`src/core/dpcfq_pkg.sv`:
```
// Shared constants and types for the drive program command and fault queue block
package dpcfq_pkg;
  // Register bus geometry
  localparam int ADDR_W = 8;
  localparam int DATA_W = 16;

  // Register word offsets
  localparam logic [7:0] OFS_PROG_STATE  = 8'h00;
  localparam logic [7:0] OFS_SCAN_TIME   = 8'h01;
  localparam logic [7:0] OFS_CMD_WORD    = 8'h02;
  localparam logic [7:0] OFS_SPEED_REF   = 8'h03;
  localparam logic [7:0] OFS_FAULT_SLOT0 = 8'h04;
  localparam logic [7:0] OFS_SRC_CFG     = 8'h09;
  localparam logic [7:0] OFS_MAX_SPEED   = 8'h0A;
  localparam logic [7:0] OFS_DRIVE_STAT  = 8'h0B;
  localparam logic [7:0] OFS_FAULT_RESET = 8'h0C;
  localparam logic [7:0] OFS_HIST_CODE0  = 8'h20;
  localparam logic [7:0] OFS_HIST_HI0    = 8'h30;
  localparam logic [7:0] OFS_HIST_LO0    = 8'h40;

  // Program state codes
  localparam logic [15:0] PST_NONE    = 16'h0000;
  localparam logic [15:0] PST_SAVING  = 16'h0001;
  localparam logic [15:0] PST_INVALID = 16'h0002;
  localparam logic [15:0] PST_STOPPED = 16'h0003;
  localparam logic [15:0] PST_RUNNING = 16'h0004;

  // Command word bit positions
  localparam int CMD_RAMP_EN   = 0;
  localparam int CMD_GEN_EN    = 1;
  localparam int CMD_REVERSE   = 2;
  localparam int CMD_JOG       = 3;
  localparam int CMD_REMOTE2   = 4;
  localparam int CMD_RAMP2     = 5;
  localparam int CMD_NO_QSTOP  = 6;
  localparam int CMD_FLT_RESET = 7;

  // Source configuration bits
  localparam int CFG_CMD_PLC = 0;
  localparam int CFG_REF_PLC = 1;

  // Speed reference scale, hundredths of a percent, and scan time ceiling
  localparam logic signed [15:0] REF_LIMIT      = 16'h4E20;
  localparam logic [31:0]        REF_FULL_SCALE = 32'h0000_2710;
  localparam logic [15:0]        SCAN_MAX       = 16'hFFFF;

  // Scan timing
  localparam int CLK_PERIOD_NS = 40;
  localparam int MS_PERIOD_NS  = 1000000;
  localparam int MS_CYCLES     = MS_PERIOD_NS / CLK_PERIOD_NS;

  // Fault queue geometry
  localparam int SLOTS      = 5;
  localparam int HIST_DEPTH = 10;
  localparam int CODE_W     = 12;
  localparam int STAMP_W    = 32;
  localparam logic [11:0] CODE_NONE = 12'h000;

  // Reset values
  localparam logic [15:0] RST_WORD  = 16'h0000;
  localparam logic [7:0]  RST_CMD   = 8'h00;
  localparam logic [1:0]  RST_CFG   = 2'h0;
  localparam logic [15:0] RST_MAXSP = 16'h0708;

  typedef logic [CODE_W-1:0]  dpcfq_code_t;
  typedef logic [STAMP_W-1:0] dpcfq_stamp_t;
endpackage

```
`src/core/dpcfq_fault_if.sv`:
```
// Interface between the register bank and the fault queue
`timescale 1ns/1ps
interface dpcfq_fault_if;
  logic                  new_valid;
  dpcfq_pkg::dpcfq_code_t  new_code;
  dpcfq_pkg::dpcfq_stamp_t new_stamp;
  logic                  clear_first;
  dpcfq_pkg::dpcfq_code_t  slot_code [dpcfq_pkg::SLOTS];
  dpcfq_pkg::dpcfq_code_t  hist_code [dpcfq_pkg::HIST_DEPTH];
  dpcfq_pkg::dpcfq_stamp_t hist_stamp [dpcfq_pkg::HIST_DEPTH];
  logic                  any_active;

  modport queue (input new_valid, new_code, new_stamp, clear_first,
                 output slot_code, hist_code, hist_stamp, any_active);
  modport user  (output new_valid, new_code, new_stamp, clear_first,
                 input slot_code, hist_code, hist_stamp, any_active);
endinterface

```
`src/core/dpcfq_fault_queue.sv`:
```
// Five-slot active fault queue with ten-deep fault history
`timescale 1ns/1ps
module dpcfq_fault_queue (
  input  wire logic  sys_clk,
  input  wire logic  reset,
  dpcfq_fault_if.queue fq
);
  localparam int N = dpcfq_pkg::SLOTS;
  localparam int H = dpcfq_pkg::HIST_DEPTH;

  dpcfq_pkg::dpcfq_code_t  slot_q [N];
  dpcfq_pkg::dpcfq_code_t  hcode_q [H];
  dpcfq_pkg::dpcfq_stamp_t hstamp_q [H];
  logic [N-1:0]            empty;
  logic [N-1:0]            pick;
  logic                    take;

  // Slot 0 counts as free when it is being cleared, so a fault in the same cycle is kept
  always_comb begin
    for (int i = 0; i < N; i++) begin
      empty[i] = (slot_q[i] == dpcfq_pkg::CODE_NONE);
    end
    if (fq.clear_first) begin
      empty[0] = 1'b1;
    end
  end

  always_comb begin
    pick = '0;
    for (int i = N - 1; i >= 0; i--) begin
      if (empty[i]) begin
        pick = '0;
        pick[i] = 1'b1;
      end
    end
  end

  // full queue drops fault; code zero is not a fault
  assign take = fq.new_valid && (fq.new_code != dpcfq_pkg::CODE_NONE) && (|empty);

  generate
    for (genvar g = 0; g < N; g++) begin : g_slot
      always_ff @(posedge sys_clk or posedge reset) begin
        if (reset) begin
          slot_q[g] <= dpcfq_pkg::CODE_NONE;
        end else if (take && pick[g]) begin
          slot_q[g] <= fq.new_code;
        end else if (fq.clear_first && g == 0) begin
          slot_q[g] <= dpcfq_pkg::CODE_NONE;
        end
      end
      assign fq.slot_code[g] = slot_q[g];
    end
    // history shifts, newest at entry 0
    for (genvar h = 0; h < H; h++) begin : g_hist
      always_ff @(posedge sys_clk or posedge reset) begin
        if (reset) begin
          hcode_q[h]  <= dpcfq_pkg::CODE_NONE;
          hstamp_q[h] <= '0;
        end else if (fq.new_valid && fq.new_code != dpcfq_pkg::CODE_NONE) begin
          hcode_q[h]  <= (h == 0) ? fq.new_code : hcode_q[(h == 0) ? 0 : h - 1];
          hstamp_q[h] <= (h == 0) ? fq.new_stamp : hstamp_q[(h == 0) ? 0 : h - 1];
        end
      end
      assign fq.hist_code[h]  = hcode_q[h];
      assign fq.hist_stamp[h] = hstamp_q[h];
    end
  endgenerate

  // Any occupied slot means a fault is active
  always_comb begin
    fq.any_active = 1'b0;
    for (int i = 0; i < N; i++) begin
      if (slot_q[i] != dpcfq_pkg::CODE_NONE) begin
        fq.any_active = 1'b1;
      end
    end
  end
endmodule

```
`src/core/dpcfq_top.sv`:
```
// Program command word, speed reference, status and fault register bank
//
// Contract
// - Program state reported as code 0 to 4
// - No program hides user parameters
// - Stored program, firmware mismatch, reports invalid
// - Scan time in ms, 0 to 65535
// - Only the program writes command and reference
// - Commands act only with program command source
// - Bit 0 ramps up, else ramp stop
// - Bit 1 low disables drive, cuts power
// - Bit 2 high reverses reference direction
// - Bit 3 enables jog
// - Bit 4 selects remote mode two
// - Bit 5 selects second ramp set
// - Bit 6 low enables quick stop
// - Bit 7 rising edge resets active fault
// - Reference in hundredths percent of maximum speed
// - Reference used only with program reference source
// - Direction from reference sign and direction bit
// - Fault slot holds 0 to 4095, 0 empty
// - Active fault disables motor until reset
// - Five faults, lowest empty slot first
// - Reset command clears only first slot
// - Ten most recent faults kept with stamps
`timescale 1ns/1ps
module dpcfq_top #(
  parameter int MS_CYCLES = dpcfq_pkg::MS_CYCLES
) (
  input  wire logic                             sys_clk,
  input  wire logic                             reset,
  // Software register port
  input  wire logic [dpcfq_pkg::ADDR_W-1:0]     reg_addr,
  input  wire logic [dpcfq_pkg::DATA_W-1:0]     reg_wdata,
  input  wire logic                             reg_wr,
  input  wire logic                             reg_rd,
  output logic      [dpcfq_pkg::DATA_W-1:0]     reg_rdata,
  // Embedded program side
  input  wire logic                             prog_stored,
  input  wire logic                             prog_saving,
  input  wire logic                             prog_fw_match,
  input  wire logic                             prog_running,
  input  wire logic                             prog_scan_start,
  input  wire logic                             prog_cmd_wr,
  input  wire logic                             prog_ref_wr,
  input  wire logic [dpcfq_pkg::DATA_W-1:0]     prog_wdata,
  // Alternate command source
  input  wire logic [7:0]                       alt_cmd_word,
  input  wire logic [dpcfq_pkg::DATA_W-1:0]     alt_speed_ref,
  // Fault reporting
  input  wire logic                             fault_valid,
  input  wire logic [dpcfq_pkg::CODE_W-1:0]     fault_code,
  input  wire logic [dpcfq_pkg::STAMP_W-1:0]    fault_stamp,
  // Drive controls
  output logic                                  ramp_enable,
  output logic                                  general_enable,
  output logic                                  run_reverse,
  output logic                                  jog_enable,
  output logic                                  remote_mode_two,
  output logic                                  second_ramp,
  output logic                                  quick_stop,
  output logic                                  motor_forward,
  output logic [16:0]                           speed_ref_rpm,
  output logic                                  hide_user_params,
  output logic                                  fault_active
);
  dpcfq_fault_if fq ();

  logic [15:0] state_d;
  logic [15:0] state_q;
  logic [15:0] scan_time_q;
  logic [15:0] ms_count_q;
  logic [31:0] tick_q;
  logic [7:0]  cmd_word_q;
  logic [15:0] speed_ref_q;
  logic [1:0]  src_cfg_q;
  logic [15:0] max_speed_q;
  logic        reset_bit_q;
  logic        sw_reset_q;
  logic [7:0]  eff_cmd;
  logic [15:0] eff_ref;
  logic        ref_neg;
  logic [15:0] ref_mag;
  logic [31:0] product;
  logic [31:0] rpm_full;
  logic        cmd_plc;
  logic        plc_reset_edge;
  logic        wr_hit;
  logic [15:0] rdata_d;
  logic [15:0] drive_stat;
  logic [7:0]  rel;

  dpcfq_fault_queue u_queue (
    .sys_clk (sys_clk),
    .reset   (reset),
    .fq      (fq.queue)
  );

  always_comb begin
    if (!prog_stored) begin
      state_d = dpcfq_pkg::PST_NONE;
    end else if (prog_saving) begin
      state_d = dpcfq_pkg::PST_SAVING;
    end else if (!prog_fw_match) begin
      state_d = dpcfq_pkg::PST_INVALID;
    end else if (prog_running) begin
      state_d = dpcfq_pkg::PST_RUNNING;
    end else begin
      state_d = dpcfq_pkg::PST_STOPPED;
    end
  end

  // Saving takes priority over a stored flag left from an older program
  always_ff @(posedge sys_clk or posedge reset) begin
    if (reset) begin
      state_q <= dpcfq_pkg::PST_NONE;
    end else begin
      state_q <= (prog_saving) ? dpcfq_pkg::PST_SAVING : state_d;
    end
  end

  // hide user parameters without a program
  always_ff @(posedge sys_clk or posedge reset) begin
    if (reset) begin
      hide_user_params <= 1'b1;
    end else begin
      hide_user_params <= (state_d == dpcfq_pkg::PST_NONE) && !prog_saving;
    end
  end

  // Millisecond tick divider
  always_ff @(posedge sys_clk or posedge reset) begin
    if (reset) begin
      tick_q <= '0;
    end else if (prog_scan_start || tick_q == 32'(MS_CYCLES - 1)) begin
      tick_q <= '0;
    end else begin
      tick_q <= tick_q + 32'h0000_0001;
    end
  end

  always_ff @(posedge sys_clk or posedge reset) begin
    if (reset) begin
      ms_count_q  <= dpcfq_pkg::RST_WORD;
      scan_time_q <= dpcfq_pkg::RST_WORD;
    end else if (prog_scan_start) begin
      scan_time_q <= ms_count_q;
      ms_count_q  <= dpcfq_pkg::RST_WORD;
    end else if (tick_q == 32'(MS_CYCLES - 1) && ms_count_q != dpcfq_pkg::SCAN_MAX) begin
      ms_count_q <= ms_count_q + 16'h0001;
    end
  end

  // only program writes change command word
  always_ff @(posedge sys_clk or posedge reset) begin
    if (reset) begin
      cmd_word_q <= dpcfq_pkg::RST_CMD;
    end else if (prog_cmd_wr) begin
      cmd_word_q <= prog_wdata[7:0];
    end
  end

  // reference clamped to plus or minus 200.00 percent
  always_ff @(posedge sys_clk or posedge reset) begin
    if (reset) begin
      speed_ref_q <= dpcfq_pkg::RST_WORD;
    end else if (prog_ref_wr) begin
      if ($signed(prog_wdata) > dpcfq_pkg::REF_LIMIT) begin
        speed_ref_q <= dpcfq_pkg::REF_LIMIT;
      end else if ($signed(prog_wdata) < -dpcfq_pkg::REF_LIMIT) begin
        speed_ref_q <= -dpcfq_pkg::REF_LIMIT;
      end else begin
        speed_ref_q <= prog_wdata;
      end
    end
  end

  // Software write decode; command and reference offsets are read only here
  assign wr_hit = reg_wr && !reg_rd;

  // Source selection and maximum speed setting
  always_ff @(posedge sys_clk or posedge reset) begin
    if (reset) begin
      src_cfg_q   <= dpcfq_pkg::RST_CFG;
      max_speed_q <= dpcfq_pkg::RST_MAXSP;
    end else if (wr_hit && reg_addr == dpcfq_pkg::OFS_SRC_CFG) begin
      src_cfg_q <= reg_wdata[1:0];
    end else if (wr_hit && reg_addr == dpcfq_pkg::OFS_MAX_SPEED) begin
      max_speed_q <= reg_wdata;
    end
  end

  // Software fault reset is a one-cycle pulse
  always_ff @(posedge sys_clk or posedge reset) begin
    if (reset) begin
      sw_reset_q <= 1'b0;
    end else begin
      sw_reset_q <= wr_hit && reg_addr == dpcfq_pkg::OFS_FAULT_RESET && reg_wdata[0];
    end
  end

  // program commands act only when selected
  assign cmd_plc = src_cfg_q[dpcfq_pkg::CFG_CMD_PLC];
  assign eff_cmd = cmd_plc ? cmd_word_q : alt_cmd_word;
  assign eff_ref = src_cfg_q[dpcfq_pkg::CFG_REF_PLC] ? speed_ref_q : alt_speed_ref;

  // Edge memory for the fault reset bit; follows the effective word
  always_ff @(posedge sys_clk or posedge reset) begin
    if (reset) begin
      reset_bit_q <= 1'b0;
    end else begin
      reset_bit_q <= eff_cmd[dpcfq_pkg::CMD_FLT_RESET];
    end
  end

  // rising edge only resets a fault
  assign plc_reset_edge = eff_cmd[dpcfq_pkg::CMD_FLT_RESET] && !reset_bit_q;

  // Fault queue requests
  always_comb begin
    fq.new_valid   = fault_valid;
    fq.new_code    = fault_code;
    fq.new_stamp   = fault_stamp;
    fq.clear_first = (plc_reset_edge || sw_reset_q) && fq.any_active;
  end

  // Decoded drive commands
  always_ff @(posedge sys_clk or posedge reset) begin
    if (reset) begin
      ramp_enable     <= 1'b0;
      general_enable  <= 1'b0;
      run_reverse     <= 1'b0;
      jog_enable      <= 1'b0;
      remote_mode_two <= 1'b0;
      second_ramp     <= 1'b0;
      quick_stop      <= 1'b0;
      fault_active    <= 1'b0;
    end else begin
      ramp_enable     <= eff_cmd[dpcfq_pkg::CMD_RAMP_EN] && !fq.any_active;
      general_enable  <= eff_cmd[dpcfq_pkg::CMD_GEN_EN] && !fq.any_active;
      run_reverse     <= eff_cmd[dpcfq_pkg::CMD_REVERSE];
      jog_enable      <= eff_cmd[dpcfq_pkg::CMD_JOG];
      remote_mode_two <= eff_cmd[dpcfq_pkg::CMD_REMOTE2];
      second_ramp     <= eff_cmd[dpcfq_pkg::CMD_RAMP2];
      quick_stop      <= !eff_cmd[dpcfq_pkg::CMD_NO_QSTOP];
      fault_active    <= fq.any_active;
    end
  end

  // Magnitude of the signed reference
  assign ref_neg  = eff_ref[15];
  assign ref_mag  = ref_neg ? 16'(-eff_ref) : eff_ref;
  // scale against maximum speed; 200 percent of 65535 fits 17 bits
  assign product  = 32'(ref_mag) * 32'(max_speed_q);
  assign rpm_full = product / dpcfq_pkg::REF_FULL_SCALE;

  // Speed and direction outputs
  always_ff @(posedge sys_clk or posedge reset) begin
    if (reset) begin
      speed_ref_rpm <= '0;
      motor_forward <= 1'b1;
    end else begin
      speed_ref_rpm <= rpm_full[16:0];
      // forward when direction bit matches positive sign
      motor_forward <= (!eff_cmd[dpcfq_pkg::CMD_REVERSE]) ^ ref_neg;
    end
  end

  // Live drive status bits for software
  assign drive_stat = {7'h00, fault_active, quick_stop, second_ramp, remote_mode_two,
                       jog_enable, run_reverse, general_enable, ramp_enable, motor_forward};

  assign rel = reg_addr;

  // Read mux; unmapped offsets read zero
  always_comb begin
    rdata_d = dpcfq_pkg::RST_WORD;
    if (rel == dpcfq_pkg::OFS_PROG_STATE) begin
      rdata_d = state_q;
    end else if (rel == dpcfq_pkg::OFS_SCAN_TIME) begin
      rdata_d = scan_time_q;
    end else if (rel == dpcfq_pkg::OFS_CMD_WORD) begin
      rdata_d = {8'h00, cmd_word_q};
    end else if (rel == dpcfq_pkg::OFS_SPEED_REF) begin
      rdata_d = speed_ref_q;
    end else if (rel == dpcfq_pkg::OFS_SRC_CFG) begin
      rdata_d = {14'h0000, src_cfg_q};
    end else if (rel == dpcfq_pkg::OFS_MAX_SPEED) begin
      rdata_d = max_speed_q;
    end else if (rel == dpcfq_pkg::OFS_DRIVE_STAT) begin
      rdata_d = drive_stat;
    end
    // slot codes zero-extended, zero when empty
    for (int i = 0; i < dpcfq_pkg::SLOTS; i++) begin
      if (rel == dpcfq_pkg::OFS_FAULT_SLOT0 + 8'(i)) begin
        rdata_d = 16'(fq.slot_code[i]);
      end
    end
    for (int h = 0; h < dpcfq_pkg::HIST_DEPTH; h++) begin
      if (rel == dpcfq_pkg::OFS_HIST_CODE0 + 8'(h)) begin
        rdata_d = 16'(fq.hist_code[h]);
      end else if (rel == dpcfq_pkg::OFS_HIST_HI0 + 8'(h)) begin
        rdata_d = fq.hist_stamp[h][31:16];
      end else if (rel == dpcfq_pkg::OFS_HIST_LO0 + 8'(h)) begin
        rdata_d = fq.hist_stamp[h][15:0];
      end
    end
  end

  // Read data stands only in the cycle after the strobe
  always_ff @(posedge sys_clk or posedge reset) begin
    if (reset) begin
      reg_rdata <= dpcfq_pkg::RST_WORD;
    end else if (reg_rd) begin
      reg_rdata <= rdata_d;
    end else begin
      reg_rdata <= dpcfq_pkg::RST_WORD;
    end
  end
endmodule

```
`config.mk`:
```
export PLATFORM = sky130hd
export DESIGN_NAME = dpcfq_top
export DESIGN_NICKNAME = d
export VERILOG_FILES = /design/src/core/dpcfq_pkg.sv /design/src/core/dpcfq_fault_if.sv /design/src/core/dpcfq_fault_queue.sv /design/src/core/dpcfq_top.sv
export SDC_FILE = /design/constraint.sdc
export NUM_CORES = 2
export LEC_CHECK = 0
export ABC_AREA = 1
export BUFFER_PORTS_ARGS = -buffer_cell sky130_fd_sc_hd__buf_4
export CAP_MARGIN = 10
export CORE_MARGIN = 3
export CORE_UTILIZATION = 30
export CTS_CLUSTER_DIAMETER = 40
export DETAILED_ROUTE_END_ITERATION = 7
export HOLD_SLACK_MARGIN = 0.12
export PLACE_DENSITY = 0.47
export SLEW_MARGIN = 20
export SYNTH_ARGS = -nofsm -noshare
export SYNTH_HDL_FRONTEND = slang
export SYNTH_SLANG_ARGS = --single-unit
```
`constraint.sdc`:
```
create_clock -name sys_clk -period 24.3 [get_ports sys_clk]
set_input_delay 1.215 -clock sys_clk [delete_from_list [all_inputs] [get_ports sys_clk]]
set_output_delay 1.215 -clock sys_clk [all_outputs]
set_load 0.005 [all_outputs]
```
# [Word level (Yosys, flattened, before mapping)]
# Cells that the tools add are included.
[totals] ff_bits=667 wordCells=212
[classes] add_sub_neg=3 mul=1 n_div=1 magnitude_cmp=2 n_eq_ne=44 mux=69 bitwise_logic=2 n_reduce_logical=43
[op_table] op="two-way mux 16 bit" n=49
[op_table] op="equality test 8 x 6 -> 1 bit, second input constant" n=20
[op_table] op="equality test 8 x 7 -> 1 bit, second input constant" n=10
[op_table] op="nonzero test 12 bit" n=6
[op_table] op="logical NOT 12 bit" n=5
[op_table] op="equality test 8 x 4 -> 1 bit, second input constant" n=5
[op_table] op="adder 32 x 1 -> 32 bit, second input constant" n=1
[op_table] op="divider 32 x 14 -> 32 bit, second input constant" n=1
[op_table] op="equality test 32 x 15 -> 1 bit, second input constant" n=1
[op_table] op="equality test 8 x 3 -> 1 bit, second input constant" n=4
[op_table] op="multiplier 16 x 16 -> 32 bit" n=1
[op_table] op="two-way mux 32 bit" n=1
[op_table] op="two-way mux 5 bit" n=5
[op_table] op="two-way mux 12 bit" n=2
[op_table] op="logical AND 1 bit" n=18
[op_table] op="adder 16 x 1 -> 16 bit, second input constant" n=1
[op_table] op="equality test 8 x 2 -> 1 bit, second input constant" n=2
[op_table] op="greater-than comparator 16 bit, second input constant" n=1
[op_table] op="logical NOT 16 bit" n=1
[op_table] op="less-than comparator 16 bit, second input constant" n=1
[op_table] op="!= test 16 bit, second input constant" n=1
[op_table] op="negator 16 bit" n=1
[op_table] op="two-way mux 3 bit" n=4
[op_table] op="two-way mux 9 bit" n=1
[op_table] op="11 further kinds" n=23

# [Depth between registers and ports, before layout]
[logic_depth] ltp_word=44 depth_mapped=180 depth_no_buf=172

# [Hierarchy]
# Synthesis repeated with hierarchy kept, for this count alone.
[unflattened] cells_unflattened=6322 area_unflattened_um2=47287.9
[by_module_without_submodules] mod="dpcfq_top" n_inst=1 cells_per_inst=4194 area_each_um2=28099.4 seq_area_each_um2=3861.2
[by_module_without_submodules] mod="dpcfq_fault_queue" n_inst=1 cells_per_inst=2128 area_each_um2=19188.4 seq_area_each_um2=12512.0

# [Worst setup path after synthesis]
# No wires, ideal clock.
[synth_path] path_type="input to register" startpoint="input alt_speed_ref[0] (netlist bit)" endpoint="register speed_ref_rpm[0]" setup_time_ns=0.119 arrival_time_ns=19.658 required_ns=24.181 path_slack_ns=4.523 stages=153 path_cell_list="o21ai_0 clkbuf_1 ha_1 nand2_1 inv_1 nand3_1 nor3_1 nand3_1 nor2_1 a31oi_1 or2_2 nand2_1 inv_1 clkbuf_1 nand2_1 fa_1 fa_1 inv_1 (+117 left out) nand3_2 nand2_2 nand2_1 nand3_1 nor2_2 nand3_4 nand2_4 nand2_1 nand2_1 nor2_2 nand2_2 nand3_4 nand2_4 nand2_1 nand2_1 nand2_1 a21oi_1 nand2_1"
[synth_via] elab_chain_len=5
[synth_lines] element="start, declared" line_no="dpcfq_top.sv:49" text="input wire logic [dpcfq_pkg::DATA_W-1:0] alt_speed_ref,"
[synth_lines] element="two-way mux 16 bit (*)" line_no="dpcfq_top.sv:205" text="assign eff_ref = src_cfg_q[dpcfq_pkg::CFG_REF_PLC] ? speed_ref_q : alt_speed_ref;"
[synth_lines] element="negator 16 bit" line_no="dpcfq_top.sv:252" text="assign ref_mag = ref_neg ? 16'(-eff_ref) : eff_ref;"
[synth_lines] element="two-way mux 16 bit (*)" line_no="dpcfq_top.sv:252"
[synth_lines] element="multiplier 16 x 16 -> 32 bit (*)" line_no="dpcfq_top.sv:254" text="assign product = 32'(ref_mag) * 32'(max_speed_q);"
[synth_lines] element="divider 32 x 14 -> 32 bit (*)" line_no="dpcfq_top.sv:255" text="assign rpm_full = product / dpcfq_pkg::REF_FULL_SCALE;"
[synth_lines] element="net rpm_full[0]" line_no="dpcfq_top.sv:85" text="logic [31:0] rpm_full;"
[synth_lines] element="end signal, assigned" line_no="dpcfq_top.sv:263" text="speed_ref_rpm <= rpm_full[16:0];"
[synth_lines] element="end, declared" line_no="dpcfq_top.sv:63" text="output logic [16:0] speed_ref_rpm,"
# Mark *: on every way through the listed nets, which the timed path passes. The rest lies on a longest branch.
# A chain may end at the register's enable or synchronous reset.

# [Final worst setup path]
[layout_path] startpoint="register src_cfg_q[1]" endpoint="register speed_ref_rpm[0]"
[layout_via] elab_chain_len=5
[layout_lines] element="start, declared" line_no="dpcfq_top.sv:76" text="logic [1:0] src_cfg_q;"
[layout_lines] element="start signal, assigned" line_no="dpcfq_top.sv:184" text="src_cfg_q <= dpcfq_pkg::RST_CFG;"
[layout_lines] element="start signal, assigned" line_no="dpcfq_top.sv:187" text="src_cfg_q <= reg_wdata[1:0];"
[layout_lines] element="two-way mux 16 bit (*)" line_no="dpcfq_top.sv:205"
[layout_lines] element="negator 16 bit" line_no="dpcfq_top.sv:252"
[layout_lines] element="two-way mux 16 bit (*)" line_no="dpcfq_top.sv:252"
[layout_lines] element="multiplier 16 x 16 -> 32 bit (*)" line_no="dpcfq_top.sv:254"
[layout_lines] element="divider 32 x 14 -> 32 bit (*)" line_no="dpcfq_top.sv:255"
[layout_lines] element="net rpm_full[0]" line_no="dpcfq_top.sv:85"
# Marked as above.

==> results_dict.tcl <==
set metrics [dict create \
    cts_buffers 133 \
    most-common-layout-cells "1,439 x nand2_1, 961 x inv_1, 716 x o21ai_0" \
    nets 6595 \
    placed_area_um2 49600 \
    avgSynthCellArea_um2 7.68 \
    syn_area_um2 46400 \
    busiest_layer "met2" \
    totalWireLength_um 141000 \
    hold_class "reg -> reg" \
    core_um2 153000 \
    grt_pass1_vias 38353 \
    syn_inst 6037 \
    cp_max_fo 34 \
    yosysWarnings 0 \
    cp-start-kind "flip-flop" \
    synthFlopType "dfrtp_1" \
    antenna_found_initial 3 \
    critPathMostFrequentCell "nand2_4" \
    maxSlewViolCount 0 \
    ant_nets 0 \
    num_vias 38898 \
    max_freq_mhz 45.5 \
    yosysTopAreaCell "dfrtp_1" \
    nFillCells 16239 \
    yosysSeqAreaShare_pct 35.3 \
    slew-limit-headroom_pct 27.9 \
    crit_path_end_kind "flip-flop" \
    crit_slowest_cell "dfrtp_4" \
    rows 143 \
    crit_type "reg -> reg" \
    rsz0062_at_grt "no" \
    drt_first_iter_violations 2726 \
    gp_congestion 0.891 \
    fin_skew_ns 0.0524 \
    root_buffer "clkbuf_16" \
    grt_max_degree 242 \
    die-area_um2 159000 \
    ys_ff_latch 654 \
    floorplan.initialDensity_pct 30.3 \
    clk_latency_ns 0.75 \
    postLayoutCoreUtil_pct 35.5 \
    critPathMaxStageDelay_ns 0.61 \
    route.detailed.drc 0 \
    hp-start "tick_q[0]" \
    die_x_um 399 \
    max-cap-violations 0 \
    post_drt_wl_per_cell_um 17.0 \
    h-tree-depth 4 \
    grt_use_met3_pct 3.21 \
    syn_nets 6459 \
    drive_gt1_share_pct 15.6 \
    setup_viol 0 \
    cp_top_family "simple AND/OR/NAND/NOR gates" \
    vias_per_cell 4.68 \
    synth_edf_count 0 \
    timing.critical_path.buf_inv 18 \
    instances_no_fill 8309 \
    fin_crit_ns 21.96 \
    ys_top_cells_by_area "dfrtp_1 35%, nand2_1 12%, fa_1 8.4%, inv_1 7.8%, o21ai_0 7.8%" \
    use_met2_pct 26.5 \
    cp.required_ns 24.91 \
    worst_pin_slew_ns 1.08 \
    r2r-start "src_cfg_q[1]" \
    dp_hpwl_um 107000 \
    final_common_cell "nand2_1" \
    gr-usage-all-layers_pct 17.8 \
    tritoncts "built" \
    dp_cells 8067 \
    arrival_ns 22.56 \
    clk_pin_slew_worst_paths_ns 0.05 \
    grt_use_met1_pct 26.2 \
    cts_buffer_depth 3 \
    outcome "finished clean" \
    fin_area_um2 54300 \
    first_pass_iters 8 \
    ys_async_sr_fraction_pct 100 \
    io_pins 163 \
    cp-startpoint "src_cfg_q[1]" \
    yosys.area.top_type_share_pct 35.0 \
    tns_ns 0 \
    cts_sinks 654 \
    grt-ovfl-total 0 \
    fin_crit_sh_pct 90.4 \
    hold_violations 0 \
    io_buffers 162 \
    ys_types 74 \
    grt_pass1_wl_um 224000 \
    die_h_um 399 \
    area_growth_pct 17.1 \
    antenna_cells 0 \
]
## synth_stat cells (5+ instances only)
cell type / number
fa_1: 194
nand3_4: 11
ha_1: 108
nand2_2: 194
inv_1: 963
nor3_1: 39
dfrtp_1: 648
clkbuf_1: 185
buf_12: 5
o221ai_1: 21
nand3b_1: 10
dfstp_2: 6
o211ai_1: 31
o21ai_1: 5
nand4_1: 40
o21bai_1: 21
o32ai_1: 5
xor2_1: 39
a221oi_1: 14
o21a_1: 6
nor4_1: 31
o21ai_0: 720
nand2_1: 1441
nor2_2: 45
inv_2: 45
o2111ai_1: 43
nor2_4: 28
nand2_4: 125
o21ai_2: 7
nand3_2: 29
inv_4: 9
o22ai_1: 60
a21oi_4: 12
a21oi_1: 172
xnor2_1: 21
nand3_1: 245
nor2_1: 356
nand4_2: 6
a211oi_1: 9
clkinv_1: 20
buf_8: 5
## area by class of cell
cell class	instances	area [um^2]	share of cell area, %
Clock buffer	168	3650	6.73
Clock inverter	73	1070	1.97
Inverter	1045	4010	7.38
Multi-Input combinational cell	4141	25100	46.3
Sequential cell	654	16400	30.2
Tap cell	2030	2540	4.68
Timing Repair Buffer	198	1540	2.83
## state kept, by name (all words and copies together) (netlist names), 8 cells and up
signal                 cells
u_queue.fq.hist_stamp    320
u_queue.fq.hist_code     120
u_queue.fq.slot_code      60
tick_q                    32
speed_ref_rpm             17
max_speed_q               16
ms_count_q                16
reg_rdata                 16
scan_time_q               16
speed_ref_q               16
cmd_word_q                 8
## layer usage
metal  routed length [um]  up-vias  share of wire [%]
li1                     -    19485                  -
met1                70400    18312                 50
met2                60400      887                 43
met3                 7120      214                5.0
met4                 3470        0                2.5
met5                    0        -                  0
## kinds of logic after synthesis
family	after synthesis	synth area share, %
buffers and inverters	1242	10.5
XOR/XNOR	62	1.20
flip-flops	654	35.3
adder cells (fa/ha/maj)	302	11.3
AO/OA/AOI/OAI	1149	14.1
AND/OR/NAND/NOR	2628	27.6
## final timing paths
path	endpoint	slack (ns)	depth (start not counted)
setup / recovery	speed_ref_rpm[0]	2.34	147
hold / removal	tick_q[0]	0.47	1
setup reg to reg	speed_ref_rpm[0]	2.34	147
hold reg to reg	tick_q[0]	0.47	1
max in group asynchronous	u_queue.fq.hist_code[25]	20.35	5
min in group asynchronous	sw_reset_q	0.70	2
## through the flow
step | hold WS [ns] | setup slack [ns]
3_3_place_gp | 0.456 | 1.72
5_1_grt | 0.494 | 0.0681
3_5_place_dp | 0.461 | 1.24
2_1_floorplan | 0.433 | 4.52
4_1_cts | 0.471 | 1.59
6_report | 0.468 | 2.34
## timing repair
item	4_1_cts	5_1_grt
setup buffers	0	1
endpoints found under the setup margin	0	2
hold buffers	0	0
resized for setup	0	6
hold endpoints to repair	0	0
Power is left out: the tool's default activity adds up to more than one toggle a clock period on the data nets, which glitch-free logic cannot reach.
